**config.mk**
```make
export PLATFORM = sky130hd
export DESIGN_NAME = usb_irq_enable_ep0_control
export DESIGN_NICKNAME = d
export VERILOG_FILES = /design/src/usb_ctl_pkg.sv /design/src/usb_ep0_ctl.sv /design/src/usb_irq_enable_ep0_control.sv
export SDC_FILE = /design/constraint.sdc
export NUM_CORES = 1
export LEC_CHECK = 0
export BUFFER_PORTS_ARGS = -buffer_cell sky130_fd_sc_hd__buf_2
export CORE_ASPECT_RATIO = 2
export CORE_MARGIN = 5
export CORE_UTILIZATION = 43
export CTS_BUF_LIST = sky130_fd_sc_hd__clkbuf_8
export DETAILED_ROUTE_END_ITERATION = 6
export PLACE_DENSITY = 0.78
export SLEW_MARGIN = 10
export SYNTH_ARGS = -nofsm -noshare
export SYNTH_HDL_FRONTEND = slang
export SYNTH_SLANG_ARGS = --single-unit
```
**constraint.sdc**
```tcl
create_clock -name i_clock -period 2.4 [get_ports i_clock]
set_input_delay 0.6 -clock i_clock [delete_from_list [all_inputs] [get_ports i_clock]]
set_output_delay 0.6 -clock i_clock [all_outputs]
set_load 0.03 [all_outputs]
```
**src/usb_ctl_pkg.sv**
```systemverilog
// constants and carrier types for the usb interrupt-enable / ep0 control bank
// assumes byte-wide register port with 16-bit addresses
package usb_ctl_pkg;
  localparam int ADDR_W = 16;
  localparam int DATA_W = 8;
  localparam int NUM_EP = 6;
  localparam logic [15:0] IN_IEN_ADDR = 16'hC7AC;
  localparam logic [15:0] OUT_IEN_ADDR = 16'hC7AD;
  localparam logic [15:0] BUS_IEN_ADDR = 16'hC7AE;
  localparam logic [15:0] EP0_CS_ADDR = 16'hC7B4;
  localparam logic [15:0] IN0_BC_ADDR = 16'hC7B5;
  localparam logic [15:0] OUT0_BC_ADDR = 16'hC7C5;
  localparam logic [15:0] IN_IRQ_ADDR = 16'hC7A9;
  localparam logic [15:0] OUT_IRQ_ADDR = 16'hC7AA;
  localparam logic [15:0] BUS_IRQ_ADDR = 16'hC7AB;
  // ep0 control/status bit positions
  localparam int CS_CHG = 5;
  localparam int CS_DSTALL = 4;
  localparam int CS_OUTBSY = 3;
  localparam int CS_INBSY = 2;
  localparam int CS_HSNAK = 1;
  localparam int CS_STALL = 0;
  localparam logic [4:0] BUS_IEN_MASK = 5'h1F;
  localparam logic [7:0] ZERO_BYTE = 8'h00;
  localparam logic [5:0] ZERO_EP = 6'h00;
  // handshake answers to the serial engine
  typedef enum logic [1:0] {
    HS_NONE = 2'b00,
    HS_ACK = 2'b01,
    HS_NAK = 2'b10,
    HS_STALL = 2'b11
  } handshake_e;
  // control transfer phase
  typedef enum logic [1:0] {
    PH_IDLE = 2'b00,
    PH_DATA = 2'b01,
    PH_STATUS = 2'b10
  } ctl_phase_e;
  // events from the serial interface engine
  typedef struct packed {
    logic setup_token;
    logic setup_data;
    logic ep0_token;
    logic token_is_in;
    logic status_stage;
    logic in0_sent;
    logic out0_rcvd;
  } sie_event_s;
  // request flags kept elsewhere
  typedef struct packed {
    logic [5:0] in_req;
    logic [5:0] out_req;
    logic [4:0] bus_req;
  } irq_req_s;
endpackage

```
**src/usb_ep0_ctl.sv**
```systemverilog
// ep0 control/status flags and handshake decision
// assumes one-cycle event pulses from a same-clock serial engine
`timescale 1ns/1ps
module usb_ep0_ctl (
  input wire logic i_clock,
  input wire logic i_resetn,
  // register side
  input wire logic i_cs_write,
  input wire logic [7:0] i_wdata,
  input wire logic i_in0_bc_write,
  input wire logic i_out0_bc_write,
  // engine side
  input wire usb_ctl_pkg::sie_event_s i_event,
  // state out
  output logic [7:0] o_cs,
  output usb_ctl_pkg::handshake_e o_handshake
);
  logic chg_r, dstall_r, outbsy_r, inbsy_r, hsnak_r, stall_r;
  logic stall_in_data;
  assign stall_in_data = i_event.ep0_token && !i_event.status_stage
    && dstall_r;
  // setup data packet sets; write of one clears; set wins
  always_ff @(posedge i_clock) begin
    if (!i_resetn) chg_r <= 1'b0;
    else if (i_event.setup_data) chg_r <= 1'b1;
    else if (i_cs_write && i_wdata[usb_ctl_pkg::CS_CHG]) chg_r <= 1'b0;
  end
  always_ff @(posedge i_clock) begin
    if (!i_resetn) dstall_r <= 1'b0;
    else if (i_event.setup_token) dstall_r <= 1'b0;
    else if (i_cs_write && i_wdata[usb_ctl_pkg::CS_DSTALL]) dstall_r <= 1'b1;
  end
  // buffer ownership flags
  always_ff @(posedge i_clock) begin
    if (!i_resetn) outbsy_r <= 1'b0;
    else if (i_event.setup_token) outbsy_r <= 1'b0;
    else if (i_out0_bc_write) outbsy_r <= 1'b1;
    else if (i_event.out0_rcvd) outbsy_r <= 1'b0;
  end
  always_ff @(posedge i_clock) begin
    if (!i_resetn) inbsy_r <= 1'b0;
    else if (i_event.setup_token) inbsy_r <= 1'b0;
    else if (i_in0_bc_write) inbsy_r <= 1'b1;
    else if (i_event.in0_sent) inbsy_r <= 1'b0;
  end
  always_ff @(posedge i_clock) begin
    if (!i_resetn) hsnak_r <= 1'b0;
    else if (i_event.setup_token) hsnak_r <= 1'b1;
    else if (i_cs_write && i_wdata[usb_ctl_pkg::CS_HSNAK]) hsnak_r <= 1'b0;
  end
  always_ff @(posedge i_clock) begin
    if (!i_resetn) stall_r <= 1'b0;
    else if (i_event.setup_token) stall_r <= 1'b0;
    else if (stall_in_data) stall_r <= 1'b1;
    else if (i_cs_write && i_wdata[usb_ctl_pkg::CS_STALL]) stall_r <= 1'b1;
  end
  assign o_cs = {2'b00, chg_r, dstall_r, outbsy_r, inbsy_r, hsnak_r, stall_r};
  // handshake for an ep0 token in the data or status stage
  always_comb begin
    o_handshake = usb_ctl_pkg::HS_NONE;
    if (i_event.ep0_token && !i_event.setup_token) begin
      if (stall_r) o_handshake = usb_ctl_pkg::HS_STALL;
      // status stage with no excess data token follows hsnak and stall only
      else if (dstall_r && !i_event.status_stage)
        o_handshake = usb_ctl_pkg::HS_STALL;
      else if (i_event.status_stage) begin
        if (hsnak_r) o_handshake = usb_ctl_pkg::HS_NAK;
        else o_handshake = usb_ctl_pkg::HS_ACK;
      end else if (i_event.token_is_in ? inbsy_r : outbsy_r)
        o_handshake = usb_ctl_pkg::HS_ACK;
      else o_handshake = usb_ctl_pkg::HS_NAK;
    end
  end
  status_nak_a: assert property (@(posedge i_clock) disable iff (!i_resetn)
    i_event.ep0_token && i_event.status_stage && hsnak_r && !stall_r
    && !dstall_r && !i_event.setup_token |-> o_handshake == usb_ctl_pkg::HS_NAK)
    else $error("status stage not nakked");
  stall_set_a: assert property (@(posedge i_clock) disable iff (!i_resetn)
    stall_in_data && !i_event.setup_token |=> stall_r)
    else $error("ep0 stall not set after data stall");
  setup_clear_a: assert property (@(posedge i_clock) disable iff (!i_resetn)
    i_event.setup_token |=> !dstall_r && !stall_r && hsnak_r
    && !inbsy_r && !outbsy_r)
    else $error("setup token did not reset ep0 flags");
  status_ack_a: assert property (@(posedge i_clock) disable iff (!i_resetn)
    i_event.ep0_token && i_event.status_stage && !hsnak_r && !stall_r
    && !i_event.setup_token |-> o_handshake == usb_ctl_pkg::HS_ACK)
    else $error("status stage not acked");
  chg_set_a: assert property (@(posedge i_clock) disable iff (!i_resetn)
    i_event.setup_data |=> chg_r)
    else $error("setup change flag not set");
endmodule // usb_ep0_ctl

```
**src/usb_irq_enable_ep0_control.sv**
```systemverilog
// interrupt enable registers and ep0 control/status bank
// assumes byte register port, same-clock serial engine and request flags
`timescale 1ns/1ps
// Summary of operation
// - in-endpoint enables bits 5:0 let each in request reach cpu
// - out-endpoint enables bits 5:0 let each out request reach cpu
// - bus enables reset4 suspend3 setup2 sof1 setupdata0; 7:5 zero
// - setup data packet sets setup-changed flag bit 5
// - writing one clears setup-changed; zero leaves it
// - data-stage stall bit stalls every data-stage in or out token
// - data-stage stall sets ep0 stall when a data-stage token arrives, status stage then stalled
// - data-stage stall cleared by setup token, set by writing one
// - proper status stage answered per status nak and stall bits
// - out busy read-only, cleared by setup, set by out count write
// - out busy one means controller owns ep0 out buffer
// - in busy read-only, cleared by setup, set by in count write
// - in busy one means controller owns ep0 in buffer
// - status nak bit naks every status-stage packet while ep0 stall is clear
// - status nak set by setup token, cleared by writing one
// - ep0 stall bit stalls data and handshake phase tokens
// - ep0 stall cleared by setup token, set by writing one
// - request flags cleared by writing one to their bit
module usb_irq_enable_ep0_control (
  input wire logic i_clock,
  input wire logic i_resetn,
  // register port
  input wire logic [usb_ctl_pkg::ADDR_W-1:0] i_addr,
  input wire logic [usb_ctl_pkg::DATA_W-1:0] i_wdata,
  input wire logic i_write,
  input wire logic i_read,
  output logic [usb_ctl_pkg::DATA_W-1:0] o_rdata,
  // serial engine
  input wire usb_ctl_pkg::sie_event_s i_event,
  output usb_ctl_pkg::handshake_e o_handshake,
  // request flags from the flag registers
  input wire usb_ctl_pkg::irq_req_s i_req,
  // flag clear strobes, write-one-to-clear
  output usb_ctl_pkg::irq_req_s o_req_clear,
  // combined request to the processor
  output logic o_usb_irq
);
  logic [5:0] in_ien_r, out_ien_r;
  logic [4:0] bus_ien_r;
  logic [7:0] cs;
  logic [7:0] rdata_r;
  function automatic logic hit(input logic [15:0] a);
    hit = i_write && (i_addr == a);
  endfunction
  always_ff @(posedge i_clock) begin
    if (!i_resetn) in_ien_r <= usb_ctl_pkg::ZERO_EP;
    else if (hit(usb_ctl_pkg::IN_IEN_ADDR)) in_ien_r <= i_wdata[5:0];
  end
  always_ff @(posedge i_clock) begin
    if (!i_resetn) out_ien_r <= usb_ctl_pkg::ZERO_EP;
    else if (hit(usb_ctl_pkg::OUT_IEN_ADDR)) out_ien_r <= i_wdata[5:0];
  end
  // upper bits not stored, always read zero
  always_ff @(posedge i_clock) begin
    if (!i_resetn) bus_ien_r <= 5'h00;
    else if (hit(usb_ctl_pkg::BUS_IEN_ADDR))
      bus_ien_r <= i_wdata[4:0] & usb_ctl_pkg::BUS_IEN_MASK;
  end
  usb_ep0_ctl u_ep0 (
    .i_clock(i_clock),
    .i_resetn(i_resetn),
    .i_cs_write(hit(usb_ctl_pkg::EP0_CS_ADDR)),
    .i_wdata(i_wdata),
    .i_in0_bc_write(hit(usb_ctl_pkg::IN0_BC_ADDR)),
    .i_out0_bc_write(hit(usb_ctl_pkg::OUT0_BC_ADDR)),
    .i_event(i_event),
    .o_cs(cs),
    .o_handshake(o_handshake)
  );
  // write-one-to-clear strobes for request flags
  always_comb begin
    o_req_clear.in_req = hit(usb_ctl_pkg::IN_IRQ_ADDR) ? i_wdata[5:0]
      : usb_ctl_pkg::ZERO_EP;
    o_req_clear.out_req = hit(usb_ctl_pkg::OUT_IRQ_ADDR) ? i_wdata[5:0]
      : usb_ctl_pkg::ZERO_EP;
    o_req_clear.bus_req = hit(usb_ctl_pkg::BUS_IRQ_ADDR) ? i_wdata[4:0]
      : 5'h00;
  end
  assign o_usb_irq = |(i_req.in_req & in_ien_r) | |(i_req.out_req & out_ien_r)
    | |(i_req.bus_req & bus_ien_r);
  always_ff @(posedge i_clock) begin
    if (!i_resetn) rdata_r <= usb_ctl_pkg::ZERO_BYTE;
    else if (i_read) begin
      unique case (i_addr)
        usb_ctl_pkg::IN_IEN_ADDR: rdata_r <= {2'b00, in_ien_r};
        usb_ctl_pkg::OUT_IEN_ADDR: rdata_r <= {2'b00, out_ien_r};
        usb_ctl_pkg::BUS_IEN_ADDR: rdata_r <= {3'b000, bus_ien_r};
        usb_ctl_pkg::EP0_CS_ADDR: rdata_r <= cs;
        default: rdata_r <= usb_ctl_pkg::ZERO_BYTE;
      endcase
    end else rdata_r <= usb_ctl_pkg::ZERO_BYTE;
  end
  assign o_rdata = rdata_r;
  irq_gate_a: assert property (@(posedge i_clock) disable iff (!i_resetn)
    o_usb_irq |-> (|(i_req.in_req & in_ien_r)) || (|(i_req.out_req &
    out_ien_r)) || (|(i_req.bus_req & bus_ien_r)))
    else $error("irq without enabled request");
  in_ien_a: assert property (@(posedge i_clock) disable iff (!i_resetn)
    i_write && i_addr == usb_ctl_pkg::IN_IEN_ADDR ##1 i_read
    && i_addr == usb_ctl_pkg::IN_IEN_ADDR && !i_write
    |=> o_rdata[5:0] == $past(i_wdata[5:0], 2))
    else $error("in enable readback wrong");
  bus_ien_a: assert property (@(posedge i_clock) disable iff (!i_resetn)
    i_read && i_addr == usb_ctl_pkg::BUS_IEN_ADDR |=> o_rdata[7:5] == 3'b000)
    else $error("bus enable upper bits nonzero");
  hs_stall_a: assert property (@(posedge i_clock) disable iff (!i_resetn)
    i_event.ep0_token && !i_event.setup_token && cs[usb_ctl_pkg::CS_STALL]
    |-> o_handshake == usb_ctl_pkg::HS_STALL)
    else $error("ep0 stall not honoured");
  chg_clear_a: assert property (@(posedge i_clock) disable iff (!i_resetn)
    i_write && i_addr == usb_ctl_pkg::EP0_CS_ADDR
    && i_wdata[usb_ctl_pkg::CS_CHG] && !i_event.setup_data
    |=> !cs[usb_ctl_pkg::CS_CHG])
    else $error("setup change not cleared");
  obsy_a: assert property (@(posedge i_clock) disable iff (!i_resetn)
    i_write && i_addr == usb_ctl_pkg::OUT0_BC_ADDR && !i_event.setup_token
    |=> cs[usb_ctl_pkg::CS_OUTBSY])
    else $error("out busy not set");
  setup_c: cover property (@(posedge i_clock) i_event.setup_token);
  stall_c: cover property (@(posedge i_clock)
    o_handshake == usb_ctl_pkg::HS_STALL);
  irq_c: cover property (@(posedge i_clock) o_usb_irq);
endmodule // usb_irq_enable_ep0_control
```
==> results.yml, run 1 <==
run_status:
  status: "complete, but fails checks"
  violations: "setup timing"
floorplan:
  io_pins: 80
  fp.dieH_um: 98.5
  start_util: 0.438
  rows: 32
  die_width_um: 54.3
  dieArea_um2: 5340
  core-area_um2: 3840
timing:
  fin_tns_setup_ns: -4.27
  period_needed_ns: 2.68
  drv_slew: 0
  hold_viol: 0
  period_share: 1.12
  rsz0062_at_grt: "true"
  layout_setup_ws_ns: -0.283
  fmax_ghz: 0.373
  slew_headroom: 0.614
  worst_pin_slew_ns: 0.574
  final.setup_skew_ns: 0.0107
  whs_ns: 0.492
  finalSetupViolCount: 17
power_and_ir_drop:
  vdd_drop_max_mv: 0.400
  power_uw: 991
  power_density_nw_per_um2: 402
  p_leak_nw: 1.07
setup_path:
  startpoint_type: "input port"
  cp.required_ns: 1.80
  crit_type: "in2out"
  endpoint_kind: "primary output"
  arrival_ns: 2.08
  critical_path_peak_fanout: 6
place:
  dp.cells: 334
  dpl_cell_area_um2: 2220
  portBuffers: 75
  dp.final_hpwl_um: 4450
  gp_congestion: 0.845
  dp_slack_ns: -0.424
logic_synthesis:
  synth-main-ff-cell: "dfxtp_1"
  ys_ff_latch: 29
  synthTopCellsByArea: "dfxtp_1 (34%), a21oi_1 (7.1%), and2_1 (6.3%)"
  synth_cell_types: 45
  ys_seq_area_frac: 0.345
  yosysMostFrequentCell: "dfxtp_1"
  synth_fa_ha_area_frac: 0
  ys_warn_count: 0
  synth_edf_count: 0
  syn_inst: 199
  synthArstFlopShare: 0
  synth_xor_area_frac: 0
  synth_top_cell_area_share: 0.345
  synth_top_family_by_area: "simple AND/OR/NAND/NOR gates"
  mappedNetlistArea_um2: 1680
  ys_top_cells_by_count: "dfxtp_1 (29), a21oi_1 (24), nand3_1 (19)"
  synth-simple-area-share: 0.336
  synth.area.mux_share: 0.0401
  synth.avg_cell_area_um2: 8.46
  yosys.area.top_type: "dfxtp_1"
  synth_compound_area_frac: 0.237
routing:
  wl_per_cell_um: 16.3
  first_pass_iters: 5
  drtIter0Drc: 100
  num_vias: 1932
  ant_nets: 0
  drc: 0
  wl_um: 5620
  viasPerCell: 5.62
clock_network:
  clock-sinks: 29
  clock_latency_ns: 0.29
  ctsHtreeMaxLevel: 2
  cts.clk_slew.worst_paths_ns: 0.06
  cts_buffer_depth: 2
  cts_tree: "yes"
  ctsHoldBuffers: 0
  numCtsBuffers: 5
  cts_root_buf: "clkbuf_8"
global_routing:
  grt_max_degree: 18
  grt_use_total: 0.227
  overflow: 0
  antenna_found_initial: 0
  grt_pass1_vias: 1981
  grt_pass1_wl_um: 9090
layout:
  design_area_um2: 2460
  drive_above_1_share: 0.451
  layout.nets: 344
  n_antenna_cell: 0
  syn2layout_area_growth_pct: 46.2
  final_core_util: 0.641
  fin_cells: 344
worst_hold_path:
  min_path_type: "reg2reg"
job:
  drv_cap: 0
[path summary, 6_finish.rpt]
| kind | slack [ns] | cells after the start | from | end |
|---|---|---|---|---|
| hold reg to reg | 0.49 | 2 | out_ien_r[5]$_SDFFE_PN0P_ | out_ien_r[5]$_SDFFE_PN0P_ |
| setup reg to reg | 1.20 | 3 | in_ien_r[0]$_SDFFE_PN0P_ | o_rdata[0]$_SDFF_PN0_ |
| hold / removal | 0.49 | 2 | out_ien_r[5]$_SDFFE_PN0P_ | out_ien_r[5]$_SDFFE_PN0P_ |
| setup / recovery | -0.28 | 7 | i_addr[13] | o_req_clear[11] |
[placed cells by master (no fill, tap or decap), types with 3 or more instances in the layout]
cell type  count
a222oi_1       5
buf_6         16
clkbuf_8       5
and2_2         3
nor4_1         3
nor2_1        10
nand2b_1       3
dfxtp_1       29
and2_4        14
mux2_2         6
buf_4         19
a21o_1         3
nor3_1         3
a31oi_1        3
nand2_1        6
buf_2         57
o21ai_0       15
inv_1          7
a22oi_1        6
a21oi_1       24
nand3_1       19
[flip-flops by register name, indices dropped and copies added, names as in the netlist]
name and cells:
u_ep0.hsnak_r 1, bus_ien_r 5, in_ien_r 6, u_ep0.chg_r 1, u_ep0.outbsy_r 1, u_ep0.stall_r 1, o_rdata 6, out_ien_r 6
u_ep0.inbsy_r 1, u_ep0.dstall_r 1
[layout make-up]
| type | instances | area (µm²) |
|---|---|---|
| fill | 355 | 1380 |
| timing repair buffer | 92 | 608 |
| sequential | 29 | 581 |
| tap | 51 | 63.8 |
| multi-input combinational | 157 | 1100 |
| inverter | 7 | 26.3 |
| clock buffer | 5 | 68.8 |
| clock inverter | 3 | 13.8 |
[critical path, cell delays in order]
cell       delay [ns]
buf_6            0.09
nand4bb_4        0.21
or4_4            0.58
nor4_4           0.14
buf_4            0.18
and2_4           0.15
buf_6            0.13
[report_power, final]
| part | internal (mW) | switching, mW | leakage (nW) |
|---|---|---|---|
| Sequential | 0.484 | 0.00204 | 0.234 |
| Combinational | 0.0565 | 0.0722 | 0.782 |
| Clock | 0.196 | 0.180 | 0.0491 |
| Total | 0.736 | 0.255 | 1.07 |
[kinds of logic (layout without fill, tap and decap cells)]
group                  Yosys count  after routing
AOI/OAI and AO/OA               65             65
buffers and inverters           14            107
DFF                             29             29
muxes                            6              6
other                            1              2
and+or+nand+nor                 84             84
[metal layers]
layer | global-route usage | vias up | share of wire
li1 | - | 935 | -
met4 | 0.123 | 0 | 0.044
met1 | 0.236 | 907 | 0.33
met2 | 0.398 | 72 | 0.57
met3 | 0.0469 | 18 | 0.054
met5 | 0 | - | 0
[repair_timing]
| item | in CTS | in global routing |
|---|---|---|
| endpoints found under the setup margin | 17 | 17 |
| buffers inserted | 2 | 0 |
| resized for setup | 44 | 3 |
| pin swaps | 9 | 0 |
(Power assumes the default switching activity.)
==> inputs of run 2 (changes only) <==
--- a/config.mk
+++ b/config.mk
@@ -12,6 +12,7 @@
 export CTS_BUF_LIST = sky130_fd_sc_hd__clkbuf_8
 export DETAILED_ROUTE_END_ITERATION = 6
 export PLACE_DENSITY = 0.78
+export SETUP_SLACK_MARGIN = 0.15
 export SLEW_MARGIN = 10
 export SYNTH_ARGS = -nofsm -noshare
 export SYNTH_HDL_FRONTEND = slang
==> results.yml, run 2 (same netlist as run 1, synthesis figures left out) <==
setup_path:
  rrSetupSlack_ns: 1.16
  timing.rr.start: "in_ien_r[0]$_SDFFE_PN0P_"
  endpoint_kind: "primary output"
  crit_type: "in2out"
  path_buf_inv: 3
  cpMaxStageDelayCell: "or4_4"
  path_cells: "buf_6 > nand4bb_4 > or4_4 > nor4_4 > buf_4 > and2_4 > buf_6"
  rr_worst_depth: 3
  startpoint_type: "input port"
  rr_endpoint: "o_rdata[0]$_SDFF_PN0_"
  critical-path-top-delay-family: "simple AND/OR/NAND/NOR gates"
  cpMostUsedCell: "buf_6"
  cp.required_ns: 1.80
  critical_path_peak_fanout: 6
  arrival_ns: 2.08
  cpPeakStageDelay_ns: 0.58
global_routing:
  overflow: 0
  grt_pass1_vias: 1986
  grt_pass1_wl_um: 9130
  grt_use_total: 0.228
  antenna_found_initial: 0
  grt_max_degree: 18
layout:
  final_core_util: 0.647
  layout_common_cells: "buf_2 (55), dfxtp_1 (29), a21oi_1 (24)"
  layout.nets: 344
  layout.cells.most_common: "buf_2"
  drive_above_1_share: 0.457
  n_antenna_cell: 0
  syn2layout_area_growth_pct: 47.6
  fin_cells: 344
timing:
  layout_setup_ws_ns: -0.282
  final.setup_skew_ns: 0.0104
  hold_viol: 0
  period_share: 1.12
  slew_headroom: 0.605
  worst_pin_slew_ns: 0.587
  finalSetupViolCount: 17
  drv_slew: 0
  rsz0062_at_grt: "true"
  fmax_ghz: 0.373
  period_needed_ns: 2.68
power_and_ir_drop:
  clkPwrFrac: 0.377
  power_frac_seq: 0.491
  swShare: 0.254
  comb_power_share: 0.132
  power_density_nw_per_um2: 398
  switchingPower_uw: 252
  p_leak_nw: 1.08
  power_uw: 989
  internal-power_uw: 737
  vdd_drop_max_mv: 0.400
clock_network:
  cts_root_buf: "clkbuf_8"
  cts_buffer_depth: 2
  cts.clk_slew.worst_paths_ns: 0.06
  clock_latency_ns: 0.28
  ctsHoldBuffers: 0
  clock-sinks: 29
  cts_tree: "yes"
  numCtsBuffers: 5
  ctsHtreeMaxLevel: 2
floorplan:
  rows: 32
  core-area_um2: 3840
  dieArea_um2: 5340
  fp.dieH_um: 98.5
  die_width_um: 54.3
  start_util: 0.438
  io_pins: 80
routing:
  ant_nets: 0
  wl_per_cell_um: 16.5
  wl_um: 5690
  num_vias: 1949
  drtIter0Drc: 68
  drc: 0
  viasPerCell: 5.67
  first_pass_iters: 4
worst_hold_path:
  hold_path_end: "out_ien_r[5]$_SDFFE_PN0P_"
  worstHoldPathCells: 2
  worstHoldStart: "out_ien_r[5]$_SDFFE_PN0P_"
  min_path_type: "reg2reg"
run_status:
  violations: "setup timing"
  status: "complete, but fails checks"
place:
  dp.cells: 334
  portBuffers: 75
  dp.final_hpwl_um: 4450
  gp_congestion: 0.845
job:
  drv_cap: 0
==> run 2: changes by cell type in the layout (fill, tap and decap cells not counted) <==
cell / change
nand3_2: +1
nand3_1: -1
a221oi_1: -1
buf_6: +2
a221oi_2: +1
buf_2: -2
==> run 2: what timing repair did <==
| action | 4_1_cts | 5_1_grt |
|---|---|---|
| pin swaps | 9 | 2 |
| resized for setup | 45 | 8 |
| buffers inserted | 2 | 0 |
| endpoints found under the setup margin | 18 | 19 |
==> run 2: worst register-to-register path: cells and delay by family, from the launching register on <==
kind	cells	cell delay, ns
flip-flops	1	0.33
AND/OR/NAND/NOR	1	0.07
AO/OA/AOI/OAI	1	0.41
multiplexers	1	0.28
==> run 2: cell type report <==
cell class | count | area, µm²
well taps | 51 | 63.8
inverters | 7 | 26.3
multi-input cells | 157 | 1110
flip-flops and latches | 29 | 581
fillers | 348 | 1360
repair buffers | 92 | 621
clock inverters | 3 | 13.8
clock buffers | 5 | 68.8
==> run 2: worst max path at each step <==
stage	from	end	slack, ns	cells past startpoint
6_report	i_addr[13]	o_req_clear[11]	-0.28	7
2_1_floorplan	i_addr[12]	o_req_clear[11]	-0.25	5
5_1_grt	i_addr[13]	o_req_clear[2]	-0.37	6
4_1_cts	i_addr[13]	o_req_clear[4]	-0.28	6
3_3_place_gp	i_addr[12]	o_req_clear[14]	-0.39	6
3_5_place_dp	i_addr[12]	o_req_clear[4]	-0.42	6
==> run 2: power by group through the flow <==
stage          Sequential, mW  Clock (mW)  Combinational, mW
6_report                0.486       0.373              0.130
5_1_grt                 0.486       0.402              0.141
4_1_cts                 0.486       0.377              0.125
3_5_place_dp            0.496           0              0.122
3_3_place_gp            0.496           0              0.120
2_1_floorplan           0.496           0             0.0471
==> run 2: stage by stage <==
step                setup slack (ns)  hold slack, ns  setup TNS (ns)  instance area (µm²)
finish                        -0.282           0.486           -4.27                 2490
global route                  -0.372           0.523           -5.59                 2490
CTS                           -0.281           0.486           -4.40                 2450
detailed placement            -0.424           0.477           -6.52                 2220
global placement              -0.386           0.469           -6.18                 2220
floorplan                     -0.255           0.441           -3.93                 1710
==> run 2: routing by layer <==
metal  routed length, µm  track usage
met5                   0            0
met1                1860        0.236
met3                 338       0.0469
met4                 243        0.125
met2                3250        0.400
==> inputs of run 3 (changes only) <==
--- a/config.mk
+++ b/config.mk
@@ -7,7 +7,6 @@
 export LEC_CHECK = 0
 export BUFFER_PORTS_ARGS = -buffer_cell sky130_fd_sc_hd__buf_2
 export CORE_ASPECT_RATIO = 2
-export CORE_MARGIN = 5
 export CORE_UTILIZATION = 43
 export CTS_BUF_LIST = sky130_fd_sc_hd__clkbuf_8
 export DETAILED_ROUTE_END_ITERATION = 6
==> results.yml, run 3 (same netlist as run 1, synthesis figures left out) <==
worst_hold_path:
  min_path_type: "reg2reg"
  hold_path_end: "o_rdata[3]$_SDFF_PN0_"
  worstHoldStart: "bus_ien_r[3]$_SDFFE_PN0P_"
  worstHoldPathCells: 2
timing:
  worst_pin_slew_ns: 0.588
  period_share: 1.16
  rsz0062_at_grt: "true"
  period_needed_ns: 2.78
  slew_headroom: 0.605
  finalSetupViolCount: 17
  final.setup_skew_ns: 0.00231
  hold_viol: 0
  drv_slew: 0
  fmax_ghz: 0.359
  layout_setup_ws_ns: -0.382
layout:
  n_antenna_cell: 0
  fillers: 321
  layout.nets: 344
  layout.cells.most_common: "buf_2"
  layout_common_cells: "buf_2 (62), dfxtp_1 (29), a21oi_1 (24)"
  multi_input_area_um2: 1090
  drive_above_1_share: 0.454
  syn2layout_area_growth_pct: 45.4
  seq_area_um2: 581
  fin_cells: 342
clock_network:
  cts.clk_slew.worst_paths_ns: 0.06
  cts_root_buf: "clkbuf_8"
  cts_buffer_depth: 2
  cts_tree: "yes"
  clock_latency_ns: 0.28
  ctsHtreeMaxLevel: 2
  clock-sinks: 29
  numCtsBuffers: 5
global_routing:
  grt_max_degree: 18
  grt_pass1_vias: 1932
  overflow: 0
  antenna_found_initial: 0
  grt_pass1_wl_um: 8970
  grt_use_total: 0.292
setup_path:
  endpoint_kind: "primary output"
  critical_path_peak_fanout: 5
  timing.rr.start: "out_ien_r[2]$_SDFFE_PN0P_"
  path_cells: "buf_6 > nand4bb_4 > or4_4 > buf_4 > nor4_4 > buf_4 > and2_4 > buf_6"
  cpPeakStageDelay_ns: 0.53
  arrival_ns: 2.18
  cp.required_ns: 1.80
  rrSetupSlack_ns: 1.19
  rr_endpoint: "o_rdata[2]$_SDFF_PN0_"
  startpoint_type: "input port"
  crit_type: "in2out"
  cpMaxStageDelayCell: "or4_4"
  rr_worst_depth: 3
routing:
  drtIter0Drc: 97
  viasPerCell: 5.79
  first_pass_iters: 5
  wl_per_cell_um: 16.2
  wl_um: 5530
  drc: 0
  ant_nets: 0
  num_vias: 1979
floorplan:
  fp.dieH_um: 90.5
  io_pins: 80
  start_util: 0.457
  rows: 31
  dieArea_um2: 4190
  core-area_um2: 3680
  die_width_um: 46.3
power_and_ir_drop:
  vdd_drop_max_mv: 0.449
  power_density_nw_per_um2: 462
  p_leak_nw: 1.06
  power_mw: 1.13
place:
  dp.cells: 332
  portBuffers: 75
  dp.final_hpwl_um: 4230
  gp_congestion: 0.914
run_status:
  violations: "setup timing"
  status: "complete, but fails checks"
job:
  drv_cap: 0
run 3: metrics by stage:
stage	hold slack (ns)	setup TNS [ns]	area (µm²)	utilization	setup slack, ns
6_report	0.486	-5.71	2450	0.665	-0.382
5_1_grt	0.524	-6.93	2450	0.665	-0.433
4_1_cts	0.487	-5.23	2410	0.655	-0.362
3_5_place_dp	0.479	-6.43	2220	0.602	-0.413
3_3_place_gp	0.471	-5.86	2220	0.602	-0.362
2_1_floorplan	0.441	-3.93	1710	-	-0.255
run 3: how the worst max path moves through the flow:
| stage | startpoint | end | slack (ns) |
|---|---|---|---|
| floorplan | i_addr[12] | o_req_clear[11] | -0.25 |
| global placement | i_addr[12] | o_req_clear[14] | -0.36 |
| detailed placement | i_addr[12] | o_req_clear[16] | -0.41 |
| CTS | i_addr[12] | o_req_clear[2] | -0.36 |
| global route | i_addr[12] | o_req_clear[13] | -0.43 |
| finish | i_addr[12] | o_req_clear[13] | -0.38 |
run 3: power breakdown:
group / internal, mW / switching (mW) / leakage, nW
sequential: 0.484 / 0.00208 / 0.234
combinational: 0.0560 / 0.0724 / 0.763
clock: 0.334 / 0.182 / 0.0626
total: 0.873 / 0.257 / 1.06
run 3: final cells by class:
| type | count | share of cell area |
|---|---|---|
| Tap cell | 49 | 0.0250 |
| Multi-Input combinational cell | 157 | 0.447 |
| Clock inverter | 2 | 0.0138 |
| Sequential cell | 29 | 0.237 |
| Timing Repair Buffer | 92 | 0.232 |
| Inverter | 7 | 0.0107 |
| Clock buffer | 6 | 0.0337 |
run 3: critical path, delay by kind of cell:
kind | cells | cell delay, ns
simple gates | 4 | 1.02
buf+inv | 4 | 0.57
run 3: timing repair:
| action | CTS | global route |
|---|---|---|
| pin swaps | 6 | 3 |
| resized for setup | 24 | 7 |
| hold buffers | 0 | 0 |
| endpoints found under the setup margin | 18 | 18 |
| buffers inserted | 1 | 1 |
run 3: per-layer routing:
layer | part of all wire | track usage
met1 | 0.33 | 0.278
met2 | 0.58 | 0.526
met3 | 0.054 | 0.0720
met4 | 0.040 | 0.150
met5 | 0 | 0
